## src/ksd_pkg.sv

```systemverilog
`default_nettype none
package ksd_pkg;
   // register byte offsets
   localparam logic [7:0] OFF_STATUS = 8'h00;
   localparam logic [7:0] OFF_TAG = 8'h04;
   localparam logic [7:0] OFF_CONFIG = 8'h08;
   localparam logic [7:0] OFF_RESULT = 8'h0C;
   localparam logic [7:0] OFF_PADDR = 8'h10;
   // status field positions
   localparam int ST_PRIV_LO = 0;
   localparam int ST_EXL = 2;
   localparam int ST_ERL = 3;
   localparam int ST_SWIDE = 4;
   localparam int ST_KWIDE = 5;
   // reset values
   localparam logic [1:0] PRIV_RST = 2'h0;
   localparam logic EXL_RST = 1'b0;
   localparam logic ERL_RST = 1'b1;
   localparam logic SWIDE_RST = 1'b0;
   localparam logic KWIDE_RST = 1'b0;
   localparam logic [7:0] TAG_RST = 8'h00;
   localparam logic [2:0] ATTR_RST = 3'h2;
   // attribute code that means uncached
   localparam logic [2:0] ATTR_UNCACHED = 3'h2;
   localparam logic [1:0] PRIV_KERNEL = 2'h0;
   // segment bases and high-bit patterns
   localparam logic [31:0] CACHED_BASE = 32'h8000_0000;
   localparam logic [31:0] UNCACHED_BASE = 32'hA000_0000;
   localparam logic [32:0] COMPAT_TOP = 33'h1_FFFF_FFFF;
   localparam logic [34:0] CSSEG_TOP = 35'h7_FFFF_FFFE;
   localparam logic [8:0] XKSEG_HOLE = 9'h1FF;
   typedef enum logic [3:0] {
      KSD_CL_MAP = 4'b0001,
      KSD_CL_CAC = 4'b0010,
      KSD_CL_UNC = 4'b0100,
      KSD_CL_ERR = 4'b1000
   } ksd_class_t;
endpackage : ksd_pkg
`default_nettype wire

```

## src/ksd_decoder.sv

```systemverilog
// The AHB-Lite slave port and the placing of the registers were left to the implementer.
`timescale 1ns/1ns
`default_nettype none
module ksd_decoder (
   input wire logic core_clk,
   input wire logic srst,
   input wire logic hsel,
   input wire logic [31:0] haddr,
   input wire logic [1:0] htrans,
   input wire logic hwrite,
   input wire logic [2:0] hsize,
   input wire logic [31:0] hwdata,
   input wire logic hready,
   output logic hreadyout,
   output logic hresp,
   output logic [31:0] hrdata,
   input wire logic va_valid,
   input wire logic [63:0] va,
   input wire logic exc_take,
   input wire logic exception_return,
   output logic res_valid,
   output logic [3:0] seg_class,
   output logic tlb_req,
   output logic addr_err,
   output logic uncached,
   output logic [31:0] paddr,
   output logic tag_valid,
   output logic [7:0] tag_out,
   output logic kernel_mode
);

   function automatic logic [35:0] decode(
      input logic [63:0] a,
      input logic km,
      input logic kw,
      input logic sw,
      input logic error_level_flag,
      input logic cac
   );
      logic [63:0] v;
      ksd_pkg::ksd_class_t c;
      ksd_pkg::ksd_class_t dc;
      logic [31:0] p;
      v = a;
      c = ksd_pkg::KSD_CL_ERR;
      p = 32'h0000_0000;
      dc = cac ? ksd_pkg::KSD_CL_CAC : ksd_pkg::KSD_CL_UNC;
      if (km && kw) begin
         case (v[63:62])
            2'b00, 2'b01: begin
               if (v[61:40] == 22'h00_0000) begin
                  c = ksd_pkg::KSD_CL_MAP;
               end
            end
            2'b10: begin
               // window index in 61:59 is free; 58:32 must be zero
               if (v[58:32] == 27'h000_0000) begin
                  c = ksd_pkg::KSD_CL_CAC;
                  p = v[31:0];
               end
            end
            default: begin
               if (v[63:31] == ksd_pkg::COMPAT_TOP) begin
                  case (v[30:29])
                     2'b00: begin
                        c = dc;
                        p = v[31:0] - ksd_pkg::CACHED_BASE;
                     end
                     2'b01: begin
                        c = ksd_pkg::KSD_CL_UNC;
                        p = v[31:0] - ksd_pkg::UNCACHED_BASE;
                     end
                     default: c = ksd_pkg::KSD_CL_MAP;
                  endcase
               end else if (v[61:40] == 22'h00_0000 &&
                            v[39:31] != ksd_pkg::XKSEG_HOLE) begin
                  c = ksd_pkg::KSD_CL_MAP;
               end
               // everything else in this quarter stays error
            end
         endcase
      end else if (km) begin
         v = {{32{a[31]}}, a[31:0]};
         case (v[31:29])
            3'b100: begin
               c = dc;
               p = v[31:0] - ksd_pkg::CACHED_BASE;
            end
            3'b101: begin
               c = ksd_pkg::KSD_CL_UNC;
               p = v[31:0] - ksd_pkg::UNCACHED_BASE;
            end
            3'b110, 3'b111: c = ksd_pkg::KSD_CL_MAP;
            default: begin
               if (error_level_flag) begin
                  c = ksd_pkg::KSD_CL_UNC;
                  p = v[31:0];
               end else begin
                  c = ksd_pkg::KSD_CL_MAP;
               end
            end
         endcase
      end else if (sw) begin
         if ((v[63:62] == 2'b00 || v[63:62] == 2'b01) &&
             v[61:40] == 22'h00_0000) begin
            c = ksd_pkg::KSD_CL_MAP;
         end else if (v[63:29] == ksd_pkg::CSSEG_TOP) begin
            c = ksd_pkg::KSD_CL_MAP;
         end
      end else begin
         // narrow user/supervisor maps are outside this block:
         // only the low 2 GB is let through to the TLB
         v = {{32{a[31]}}, a[31:0]};
         if (!v[31]) begin
            c = ksd_pkg::KSD_CL_MAP;
         end
      end
      decode = {c, p};
   endfunction : decode

   // status, tag and attribute state
   logic [1:0] priv_q, priv_d;
   logic exl_q, exl_d;
   logic erl_q, erl_d;
   logic sw_q, sw_d;
   logic kw_q, kw_d;
   logic [7:0] tag_q, tag_d;
   logic [2:0] attr_q, attr_d;
   // bus state
   logic wr_q, wr_d;
   logic [7:0] wa_q, wa_d;
   logic [31:0] rd_q, rd_d;
   // result state
   logic rv_q, rv_d;
   ksd_pkg::ksd_class_t cl_q, cl_d;
   logic [31:0] pa_q, pa_d;
   logic tv_q, tv_d;
   logic [7:0] to_q, to_d;
   logic km_q, km_d;
   logic ae_q, ae_d;
   logic un_q, un_d;

   logic kmode;
   logic take;
   logic [35:0] dec;

   assign kmode = (priv_q == ksd_pkg::PRIV_KERNEL) || exl_q || erl_q;
   assign take = hsel && htrans[1] && hready;
   // decode in the presentation cycle: all 64 bits of va in wide modes, only va[31:0] in narrow ones
   assign dec = decode(va, kmode, kw_q, sw_q, erl_q,
                       attr_q != ksd_pkg::ATTR_UNCACHED);

   always_comb begin
      priv_d = priv_q;
      exl_d = exl_q;
      erl_d = erl_q;
      sw_d = sw_q;
      kw_d = kw_q;
      tag_d = tag_q;
      attr_d = attr_q;
      if (wr_q && wa_q == ksd_pkg::OFF_STATUS) begin
         priv_d = hwdata[ksd_pkg::ST_PRIV_LO +: 2];
         exl_d = hwdata[ksd_pkg::ST_EXL];
         erl_d = hwdata[ksd_pkg::ST_ERL];
         sw_d = hwdata[ksd_pkg::ST_SWIDE];
         kw_d = hwdata[ksd_pkg::ST_KWIDE];
      end
      if (wr_q && wa_q == ksd_pkg::OFF_TAG) begin
         tag_d = hwdata[7:0];
      end
      if (wr_q && wa_q == ksd_pkg::OFF_CONFIG) begin
         attr_d = hwdata[2:0];
      end
      // hardware events beat a software write in the same cycle;
      // privilege is left alone so the return restores it
      if (exc_take) begin
         exl_d = 1'b1;
      end else if (exception_return) begin
         if (erl_q) begin
            erl_d = 1'b0;
         end else begin
            exl_d = 1'b0;
         end
      end
   end

   always_ff @(posedge core_clk) begin
      if (srst) begin
         priv_q <= ksd_pkg::PRIV_RST;
         exl_q <= ksd_pkg::EXL_RST;
         erl_q <= ksd_pkg::ERL_RST;
         sw_q <= ksd_pkg::SWIDE_RST;
         kw_q <= ksd_pkg::KWIDE_RST;
         tag_q <= ksd_pkg::TAG_RST;
         attr_q <= ksd_pkg::ATTR_RST;
      end else begin
         priv_q <= priv_d;
         exl_q <= exl_d;
         erl_q <= erl_d;
         sw_q <= sw_d;
         kw_q <= kw_d;
         tag_q <= tag_d;
         attr_q <= attr_d;
      end
   end

   // zero-wait slave: read data is sampled at the address phase
   always_comb begin
      wr_d = take && hwrite;
      wa_d = take ? haddr[7:0] : wa_q;
      rd_d = 32'h0000_0000;
      if (take && !hwrite) begin
         case (haddr[7:0])
            ksd_pkg::OFF_STATUS: begin
               rd_d[ksd_pkg::ST_PRIV_LO +: 2] = priv_q;
               rd_d[ksd_pkg::ST_EXL] = exl_q;
               rd_d[ksd_pkg::ST_ERL] = erl_q;
               rd_d[ksd_pkg::ST_SWIDE] = sw_q;
               rd_d[ksd_pkg::ST_KWIDE] = kw_q;
            end
            ksd_pkg::OFF_TAG: rd_d[7:0] = tag_q;
            ksd_pkg::OFF_CONFIG: rd_d[2:0] = attr_q;
            ksd_pkg::OFF_RESULT: rd_d[5:0] = {km_q, rv_q, cl_q};
            ksd_pkg::OFF_PADDR: rd_d = pa_q;
            default: rd_d = 32'h0000_0000;
         endcase
      end
   end

   always_ff @(posedge core_clk) begin
      if (srst) begin
         wr_q <= 1'b0;
         wa_q <= 8'h00;
         rd_q <= 32'h0000_0000;
      end else begin
         wr_q <= wr_d;
         wa_q <= wa_d;
         rd_q <= rd_d;
      end
   end

   always_comb begin
      rv_d = va_valid;
      cl_d = cl_q;
      pa_d = pa_q;
      tv_d = 1'b0;
      to_d = to_q;
      km_d = kmode;
      ae_d = 1'b0;
      un_d = 1'b0;
      if (va_valid) begin
         cl_d = ksd_pkg::ksd_class_t'(dec[35:32]);
         pa_d = dec[31:0];
         // mapped references carry the tag to the TLB
         tv_d = dec[35:32] == ksd_pkg::KSD_CL_MAP;
         to_d = tag_q;
         ae_d = dec[35:32] == ksd_pkg::KSD_CL_ERR;
         un_d = dec[35:32] == ksd_pkg::KSD_CL_UNC;
      end
   end

   always_ff @(posedge core_clk) begin
      if (srst) begin
         rv_q <= 1'b0;
         cl_q <= ksd_pkg::KSD_CL_ERR;
         pa_q <= 32'h0000_0000;
         tv_q <= 1'b0;
         to_q <= 8'h00;
         km_q <= 1'b1;
         ae_q <= 1'b0;
         un_q <= 1'b0;
      end else begin
         rv_q <= rv_d;
         cl_q <= cl_d;
         pa_q <= pa_d;
         tv_q <= tv_d;
         to_q <= to_d;
         km_q <= km_d;
         ae_q <= ae_d;
         un_q <= un_d;
      end
   end

   assign hreadyout = 1'b1;
   assign hresp = 1'b0;
   assign hrdata = rd_q;
   assign res_valid = rv_q;
   assign seg_class = cl_q;
   // lookup only for valid mapped results, never on error
   assign tlb_req = tv_q;
   assign addr_err = ae_q;
   assign uncached = un_q;
   assign paddr = pa_q;
   assign tag_valid = tv_q;
   assign tag_out = to_q;
   assign kernel_mode = km_q;
endmodule : ksd_decoder
`default_nettype wire

```

## config.mk

```make
export PLATFORM = sky130hd
export DESIGN_NAME = ksd_decoder
export DESIGN_NICKNAME = d
export VERILOG_FILES = /design/src/ksd_pkg.sv /design/src/ksd_decoder.sv
export SDC_FILE = /design/constraint.sdc
export NUM_CORES = 1
export LEC_CHECK = 0
export ABC_AREA = 0
export BUFFER_PORTS_ARGS = -buffer_cell sky130_fd_sc_hd__buf_2
export CELL_PAD_IN_SITES_DETAIL_PLACEMENT = 1
export CELL_PAD_IN_SITES_GLOBAL_PLACEMENT = 1
export CORE_UTILIZATION = 30
export DETAILED_ROUTE_END_ITERATION = 6
export HOLD_SLACK_MARGIN = 0.1
export PLACE_DENSITY = 0.73
export SLEW_MARGIN = 25
export SYNTH_ARGS = -nofsm -noshare
export SYNTH_HDL_FRONTEND = slang
export SYNTH_SLANG_ARGS = --single-unit
```

## constraint.sdc

```tcl
create_clock -name core_clk -period 1.8 [get_ports core_clk]
set_input_delay 0.27 -clock core_clk [delete_from_list [all_inputs] [get_ports core_clk]]
set_output_delay 0.27 -clock core_clk [all_outputs]
set_load 0.01 [all_outputs]
```

* Word-level counts from Yosys, hierarchy flattened
Cells that the tools add are included.
** Storage, ports and cells
- Register bits :: 107
- Bits of input ports :: 141
- Output and inout port bits :: 84
- Logic and storage cells :: 104
** Cells by class
- Add/sub/neg operators :: 2
- Equality and inequality tests :: 20
- Mux-type cells :: 34
- Bitwise logic cells :: 3
- Reductions and logical operators :: 26
** Operator list (count)
- 2-to-1 mux 32 bit :: 5
- one-hot mux 32 bit (2 select lines) :: 2
- one-hot mux 32 bit (3 select lines) :: 1
- subtractor 32 bit (second input constant) :: 2
- 2-to-1 mux 4 bit :: 10
- equality test 35 bit (second input constant) :: 1
- equality test 33 bit (second input constant) :: 1
- logical NOT 27 bit :: 1
- equality test 8 x 4 -> 1 bit (second input constant) :: 3
- logical NOT 22 bit :: 1
- equality test 8 x 3 -> 1 bit (second input constant) :: 2
- logical NOT 8 bit :: 2
- one-hot mux 3 bit (5 select lines) :: 1
- equality test 3 bit (second input constant) :: 4
- one-hot mux 3 bit (4 select lines) :: 1
- logical AND 1 bit :: 10
- inequality test 9 bit (second input constant) :: 1
- one-hot mux 3 bit (3 select lines) :: 1
- equality test 8 x 5 -> 1 bit (second input constant) :: 1
- 2-to-1 mux 1 bit :: 8
- one-hot mux 4 bit (2 select lines) :: 1
- OR reduction 2 bit :: 4
- logical NOT 2 bit :: 3
- 2-to-1 mux 3 bit :: 2
- 12 further kinds :: 17

* Longest topological paths before layout
Gate-level depths: netlist (run 1).
- Depth in word-level cells :: 8
- Gate-level depth with buffers :: 9
- Gate-level depth less buffers :: 7

* Worst setup path before layout (run 1)
Ideal clock, no wire load.
- Kind :: input port to flip-flop
- From :: in va[29]
- To :: reg pa_q[19] (netlist: paddr[19])
- Library setup time :: 117 ps
- Arrival :: 1824 ps
- Slack :: -141 ps
- Stages :: 9
- Path buffers :: 2
- Path through :: inv_1 > ha_1 > or2_2 > a221o_1 > nand3_1 > a31oi_1 > buf_4 > buf_6 > a22o_1
** Between the ends
- Longest elaborated chain between the ends :: 5
** RTL lines
- start, declared :: RTL line ksd_decoder.sv:18 : input wire logic [63:0] va,
- equality test 2 x 1 -> 1 bit (tied with other cells) :: RTL line ksd_decoder.sv:64 : case (v[30:29])
- one-hot mux 32 bit (2 select lines) / OR reduction 2 bit (equally long branches) :: RTL line ksd_decoder.sv:64, ksd_decoder.sv:84
- 2-to-1 mux 32 bit / one-hot mux 32 bit (3 select lines) (equally long branches) :: RTL line ksd_decoder.sv:63, ksd_decoder.sv:84
- one-hot mux 32 bit (2 select lines) / 2-to-1 mux 32 bit (equally long branches) :: RTL line ksd_decoder.sv:49, ksd_decoder.sv:82
- 2-to-1 mux 32 bit * :: RTL line ksd_decoder.sv:48 : if (km && kw) begin
- end signal, assigned :: RTL line ksd_decoder.sv:275 : pa_q <= pa_d;
- end, declared :: RTL line ksd_decoder.sv:136 : logic [31:0] pa_q, pa_d;
Every way passes the cells marked *; elsewhere a longest branch is shown, timed or not.
A chain may end at the register's enable or synchronous reset.

* Final worst setup path (run 1)
- From :: reg wa_q[6]
- To :: reg priv_q[1]
** Between the ends
- Longest elaborated chain between the ends :: 2
** RTL lines
- start, declared :: RTL line ksd_decoder.sv:131 : logic [7:0] wa_q, wa_d;
- start signal, assigned :: RTL line ksd_decoder.sv:237 : wa_q <= wa_d;
- logical NOT 8 bit :: RTL line ksd_decoder.sv:161 : if (wr_q && wa_q == ksd_pkg::OFF_STATUS) begin
- logical AND 1 bit :: RTL line ksd_decoder.sv:161
- end signal, assigned :: RTL line ksd_decoder.sv:189 : priv_q <= ksd_pkg::PRIV_RST;
- end signal, assigned :: RTL line ksd_decoder.sv:197 : priv_q <= priv_d;
- end, declared :: RTL line ksd_decoder.sv:122 : logic [1:0] priv_q, priv_d;
Every way passes these cells.

==> flow_summary_export.csv, run 1 <==
group,metric,value,unit
outcome,status,"completed",
pwr,power_switching,0.00126,W
route,wl,14400,um
route,vias,4339,
synth,synth.area.top_cells,"dfxtp_1 48%, mux2i_1 6.0%, a22o_1 5.8%",
sta,final-hold-violation-count,0,
synth,synth_area,4490,sq um
critical_path,end_kind,"register",
placement,placement.io_buffers,170,
critical_path,criticalPathCategory,"register to register",
clock_tree,cts_made_buffers,9,
synth,syn_avg_cell_area,10.0,sq um
final_layout,final_cells,856,
placement,post-place-ws,-0.334,ns
die,row_count,44,
route,first_pass_iters,4,
final_layout,syn2layout_area_growth,41.0,%
placement,dp_hpwl,11300,um
route,drtAntennaViolNets,0,
final_layout,antenna_cells,0,
critical_path,crit_path_start_kind,"register",
clock_tree,clock_path_buffers,2,
die,start_util,30.8,%
synth,synth_edf_count,0,
final_layout,nets,813,
clock_tree,cts.sinks,107,
die,coreArea,14600,sq um
synth,synth_cells,449,
synth,ys_seq_elements,107,
grt,antenna_found_initial,0,
placement,gp_congestion,0.870,
route,post_drt_via_cell_ratio,5.07,
route,route.detailed.drc,0,
placement,placed_cells,838,
job,cap_violations,0,
sta,fmax,0.562,GHz
sta,rsz0062_at_grt,"true",
pwr,switching_share,24.9,%
clock_tree,tritoncts,"yes",
pwr,p_leak,2.88,nW
route,avgRoutedWirePerCell,16.9,um
grt,grt.total_usage,18.2,%
pwr,fin_total_pwr,0.00507,W
clock_tree,cts-hold-fix-buffers,0,
grt,grt_pass1_vias,4403,
worst_hold_path,hp-class,"input port to register",
pwr,power_frac_clock,39.1,%
route,first_iter_violations,138,
sta,setup_viol,0,
sta,clock_skew,0.00622,ns
synth,synth.top_cell.area_share,47.7,%
pwr,p_per_area,800,nW/um^2
die,die_h,124,um
pwr,p_int,0.00381,W
sta,layout_setup_ws,0.0199,ns
pwr,power_frac_seq,49.0,%
sta,drv_slew,0,
sta,holdWs,0.135,ns
final_layout,seqCellArea,2140,sq um
critical_path,arrival,1.99,ns
die,ios,225,
clock_tree,htree_levels,3,
grt,overflow,0,
final_layout,fillers,1717,
pwr,combPwrFrac,11.9,%
grt,grt_max_degree,42,
synth,synth_top_area_cell,"dfxtp_1",
synth,yosys_warnings,0,
grt,grt_pass1_wl,22500,um
synth,synth_seq_area_share,47.7,%
clock_tree,clk_latency,0.34,ns
synth,ys.flop_type,"dfxtp_1",
sta,fin_crit_sh,98.9,%
final_layout,multi_input_area,2270,sq um
synth,synthArstFlopShare,0,%
pwr,peakVddDrop,480,uV
synth,synth_nets,595,
final_layout,drive_gt1_share,43.5,%
clock_tree,cts_root_buf,"clkbuf_16",
sta,finalCriticalPeriod,1.78,ns
critical_path,cp_data_required_time,2.01,ns
critical_path,cp_max_fo,5,
clock_tree,clk_pin_slew,0.07,ns
die,die_area,15500,sq um
synth,yosys.cell_types.count,66,
die,die_width,124,um
## cell usage in the layout, fill, tap and decap left out, types with 3 or more instances in the layout
cell	netlist	final
a211oi_1	4	4
a21oi_1	17	16
a22o_1	30	30
a22oi_1	4	4
a2bb2oi_1	3	3
and2_1	24	24
buf_12	0	3
buf_2	3	170
buf_4	6	60
clkbuf_16	0	9
dfxtp_1	107	105
ha_1	5	3
inv_1	7	5
mux2_2	5	5
mux2i_1	27	27
nand2_1	33	33
nand3_1	7	7
nand4_1	11	11
nor2_1	39	37
nor2b_1	4	4
nor3_1	5	5
nor4_1	5	5
nor4_2	3	3
nor4_4	4	4
o21ai_0	7	7
o21bai_1	3	3
o31ai_1	4	3
or3_1	8	8
## cells in the mapped netlist, types with 5 or more instances
cell / instances
nor3_1: 5
dfxtp_1: 107
nor4_1: 5
a22o_1: 30
buf_4: 6
ha_1: 5
or3_1: 8
nor2_1: 39
clkbuf_1: 14
mux2_2: 5
o21ai_0: 7
a21oi_1: 17
and2_1: 24
nand3_1: 7
inv_1: 7
mux2i_1: 27
nand2_1: 33
nand4_1: 11
## state kept, by name, summed over array words and instances (netlist names), 2 cells and up
| signal | count |
|---|---|
| hrdata | 32 |
| paddr | 32 |
| tag_out | 8 |
| tag_q | 8 |
| wa_q | 8 |
| seg_class | 4 |
| attr_q | 3 |
| priv_q | 2 |
## worst paths after layout
path,from,endpoint,slack [ns],cells past startpoint
max,wa_q[6],priv_q[1],0.02,5
min,va[13],paddr[13],0.14,2
max reg2reg,wa_q[6],priv_q[1],0.02,5
min reg2reg,wa_q[6],wa_q[6],0.47,2
## per-stage QoR
stage / instance area [sq um] / setup TNS, ns / util [%]
after CTS: 6280 / 0 / 43.1
after global routing: 6340 / -0.0360 / 43.4
after detailed placement: 5980 / -10.68 / 41.0
after floorplan: 4530 / -0.404 / -
after global placement: 5980 / -6.94 / 41.0
final: 6340 / 0 / 43.4
## power by group through the flow
stage	clock (W)	sequential (W)	combinational, W
after floorplan	0	0.00255	0.000245
after global placement	0	0.00254	0.000576
after detailed placement	0	0.00254	0.000595
after CTS	0.00205	0.00248	0.000600
after global routing	0.00214	0.00249	0.000653
final	0.00198	0.00248	0.000606
## routing by layer
layer,vias to the layer above,part of all wire (%),global-route usage (%)
met2,119,52,32.5
li1,2074,-,-
met1,2122,42,21.3
met4,0,2.5,7.44
met3,24,3.3,3.14
met5,-,0,0
## cell type report
type                            count  share of cell area (%)
Clock buffer                        9                    3.55
Clock inverter                      7                    1.16
Inverter                            7                   0.474
Multi-Input combinational cell    309                    35.9
Sequential cell                   107                    33.8
Tap cell                          184                    3.63
Timing Repair Buffer              233                    21.5
## worst max-delay path: stages, from the launching register on
cell and delay, ns:
dfxtp_2 0.32, or4b_4 0.56, nor4_4 0.26, buf_4 0.25, mux2i_1 0.19, nor2_1 0.06
## kinds of logic (layout without fill, tap and decap cells)
logic type / Yosys count / after routing / synth area share (%)
adder cells (fa/ha/maj): 5 / 5 / 1.39
AND/OR/NAND/NOR: 167 / 167 / 22.0
AO/OA/AOI/OAI: 101 / 101 / 17.5
buffers and inverters: 33 / 256 / 3.51
flip-flops: 107 / 107 / 47.7
multiplexers: 33 / 33 / 7.60
XOR/XNOR: 1 / 1 / 0.195
other: 2 / 2 / 0.167
## timing repair
item,4_1_cts,5_1_grt
endpoints found under the setup margin,0,13
setup buffers,0,2
resized for setup,0,10
endpoints found under the hold margin,0,0
No activity file was read; power rests on OpenSTA's default activity.
==> inputs of run 2 (changes only) <==
CTS_BUF_LIST = sky130_fd_sc_hd__clkbuf_4   (was not set)
==> flow_summary_export.csv, run 2 (synthesized netlist as in run 1, its figures left out) <==
group,metric,value,unit
sta,final-hold-violation-count,0,
placement,placement.io_buffers,170,
pwr,combPwrFrac,15.4,%
placement,dp_hpwl,11300,um
sta,fmax,0.564,GHz
sta,rsz0062_at_grt,"true",
clock_tree,clk_latency,0.46,ns
route,wl,15000,um
route,avgRoutedWirePerCell,16.8,um
outcome,status,"completed",
die,die_width,124,um
critical_path,crit_path_start_kind,"register",
final_layout,seqCellArea,2140,sq um
final_layout,syn2layout_area_growth,46.3,%
die,ios,225,
final_layout,utilization,45.1,%
critical_path,end_kind,"register",
grt,grt_max_degree,42,
route,route.detailed.drc,0,
critical_path,cp_slowest_cell,"or4b_4",
final_layout,multi_input_area,2250,sq um
sta,drv_slew,0,
critical_path,cp_max_fo,5,
final_layout,drive_gt1_share,40.1,%
clock_tree,clk_pin_slew,0.17,ns
die,coreArea,14600,sq um
grt,grt_pass1_vias,4640,
final_layout,final_cell_mix,"170 x buf_2, 106 x dfxtp_1, 58 x buf_4",
die,die_area,15500,sq um
final_layout,postLayoutCellArea,6570,sq um
placement,dpl-instance-area,5980,sq um
clock_tree,tritoncts,"yes",
critical_path,arrival,2.11,ns
critical_path,crit_chain,"or4b_4 -> nor4_4 -> buf_4 -> mux2i_1 -> nor2_1",
placement,post-place-ws,-0.334,ns
critical_path,cp_data_required_time,2.14,ns
sta,setup_viol,0,
pwr,switching_share,27.1,%
pwr,p_per_area,671,nW/um^2
die,die_h,124,um
grt,overflow,0,
pwr,power_frac_seq,56.4,%
route,first_iter_violations,171,
pwr,peakVddDrop,291,uV
worst_hold_path,hp-class,"input port to register",
sta,fin_crit_sh,98.5,%
clock_tree,htree_levels,3,
pwr,power_frac_clock,28.2,%
sta,layout_setup_ws,0.0265,ns
clock_tree,cts_made_buffers,9,
sta,holdWs,0.147,ns
critical_path,cpPeakStageDelay,0.56,ns
die,row_count,44,
die,start_util,30.8,%
final_layout,fillers,1727,
route,first_pass_iters,4,
sta,clock_skew,0.0193,ns
clock_tree,cts_setup_buffers,0,
grt,antenna_found_initial,1,
job,cap_violations,0,
route,post_drt_via_cell_ratio,5.05,
sta,tns,0,ns
sta,finalCriticalPeriod,1.77,ns
clock_tree,clock_path_buffers,2,
pwr,power_switching,0.00119,W
grt,grt.total_usage,19.1,%
grt,grt_pass1_wl,23700,um
final_layout,nets,854,
route,drtAntennaViolNets,0,
clock_tree,cts_root_buf,"clkbuf_4",
critical_path,criticalPathCategory,"register to register",
pwr,p_leak,2.98,nW
route,vias,4538,
final_layout,final_common_cell,"buf_2",
clock_tree,cts.sinks,107,
pwr,p_int,0.00322,W
placement,gp_congestion,0.870,
run 2: cell count changes in the layout (fill, tap and decap cells not counted), moves of 2 or more:
cell / delta
clkbuf_4: +9
dlygate4sd3_1: +43
buf_4: -2
clkbuf_16: -9
run 2: area by class of cell:
class / instances / area share (%)
tap: 184 / 3.50
sequential: 107 / 32.6
clock inverter: 7 / 1.12
multi-input combinational: 309 / 34.2
antenna: 1 / 0.0381
inverter: 7 / 0.457
timing repair buffer: 274 / 27.0
clock buffer: 9 / 1.03
run 2: metal layers:
layer	share of wire [%]	vias to the layer above	global-route usage [%]
li1	-	2164	-
met1	42	2187	22.3
met2	52	150	34.2
met3	3.8	37	2.58
met4	3.1	0	8.93
met5	0	-	0
run 2: final timing paths:
kind / cells after the start / to / slack (ns) / start
worst max register to register: 5 / priv_q[1] / 0.03 / wa_q[6]
worst min-delay path: 4 / erl_q / 0.15 / exception_return
worst min register to register: 2 / wa_q[7] / 0.47 / wa_q[7]
worst max-delay path: 5 / priv_q[1] / 0.03 / wa_q[6]
run 2: critical path, delay by kind of cell (launching register included):
family	cells	cell delay [ns]
simple gates	3	0.88
flops	1	0.35
buf+inv	1	0.25
mux	1	0.19
run 2: metrics by stage:
stage	total power, W	instances
3_3_place_gp	0.00311	838
2_1_floorplan	0.00280	449
4_1_cts	0.00445	897
6_report	0.00441	898
3_5_place_dp	0.00313	838
5_1_grt	0.00462	898
run 2: power by group through the flow:
stage	clock network (W)	registers [W]	logic, W
4_1_cts	0.00129	0.00249	0.000673
2_1_floorplan	0	0.00255	0.000245
5_1_grt	0.00139	0.00250	0.000732
3_5_place_dp	0	0.00254	0.000595
3_3_place_gp	0	0.00254	0.000576
6_report	0.00125	0.00249	0.000678
run 2: repair_timing:
action | CTS | global route
hold endpoints to repair | 50 | 0
setup endpoints to repair | 0 | 11
hold buffers | 43 | 0
resized for setup | 0 | 5
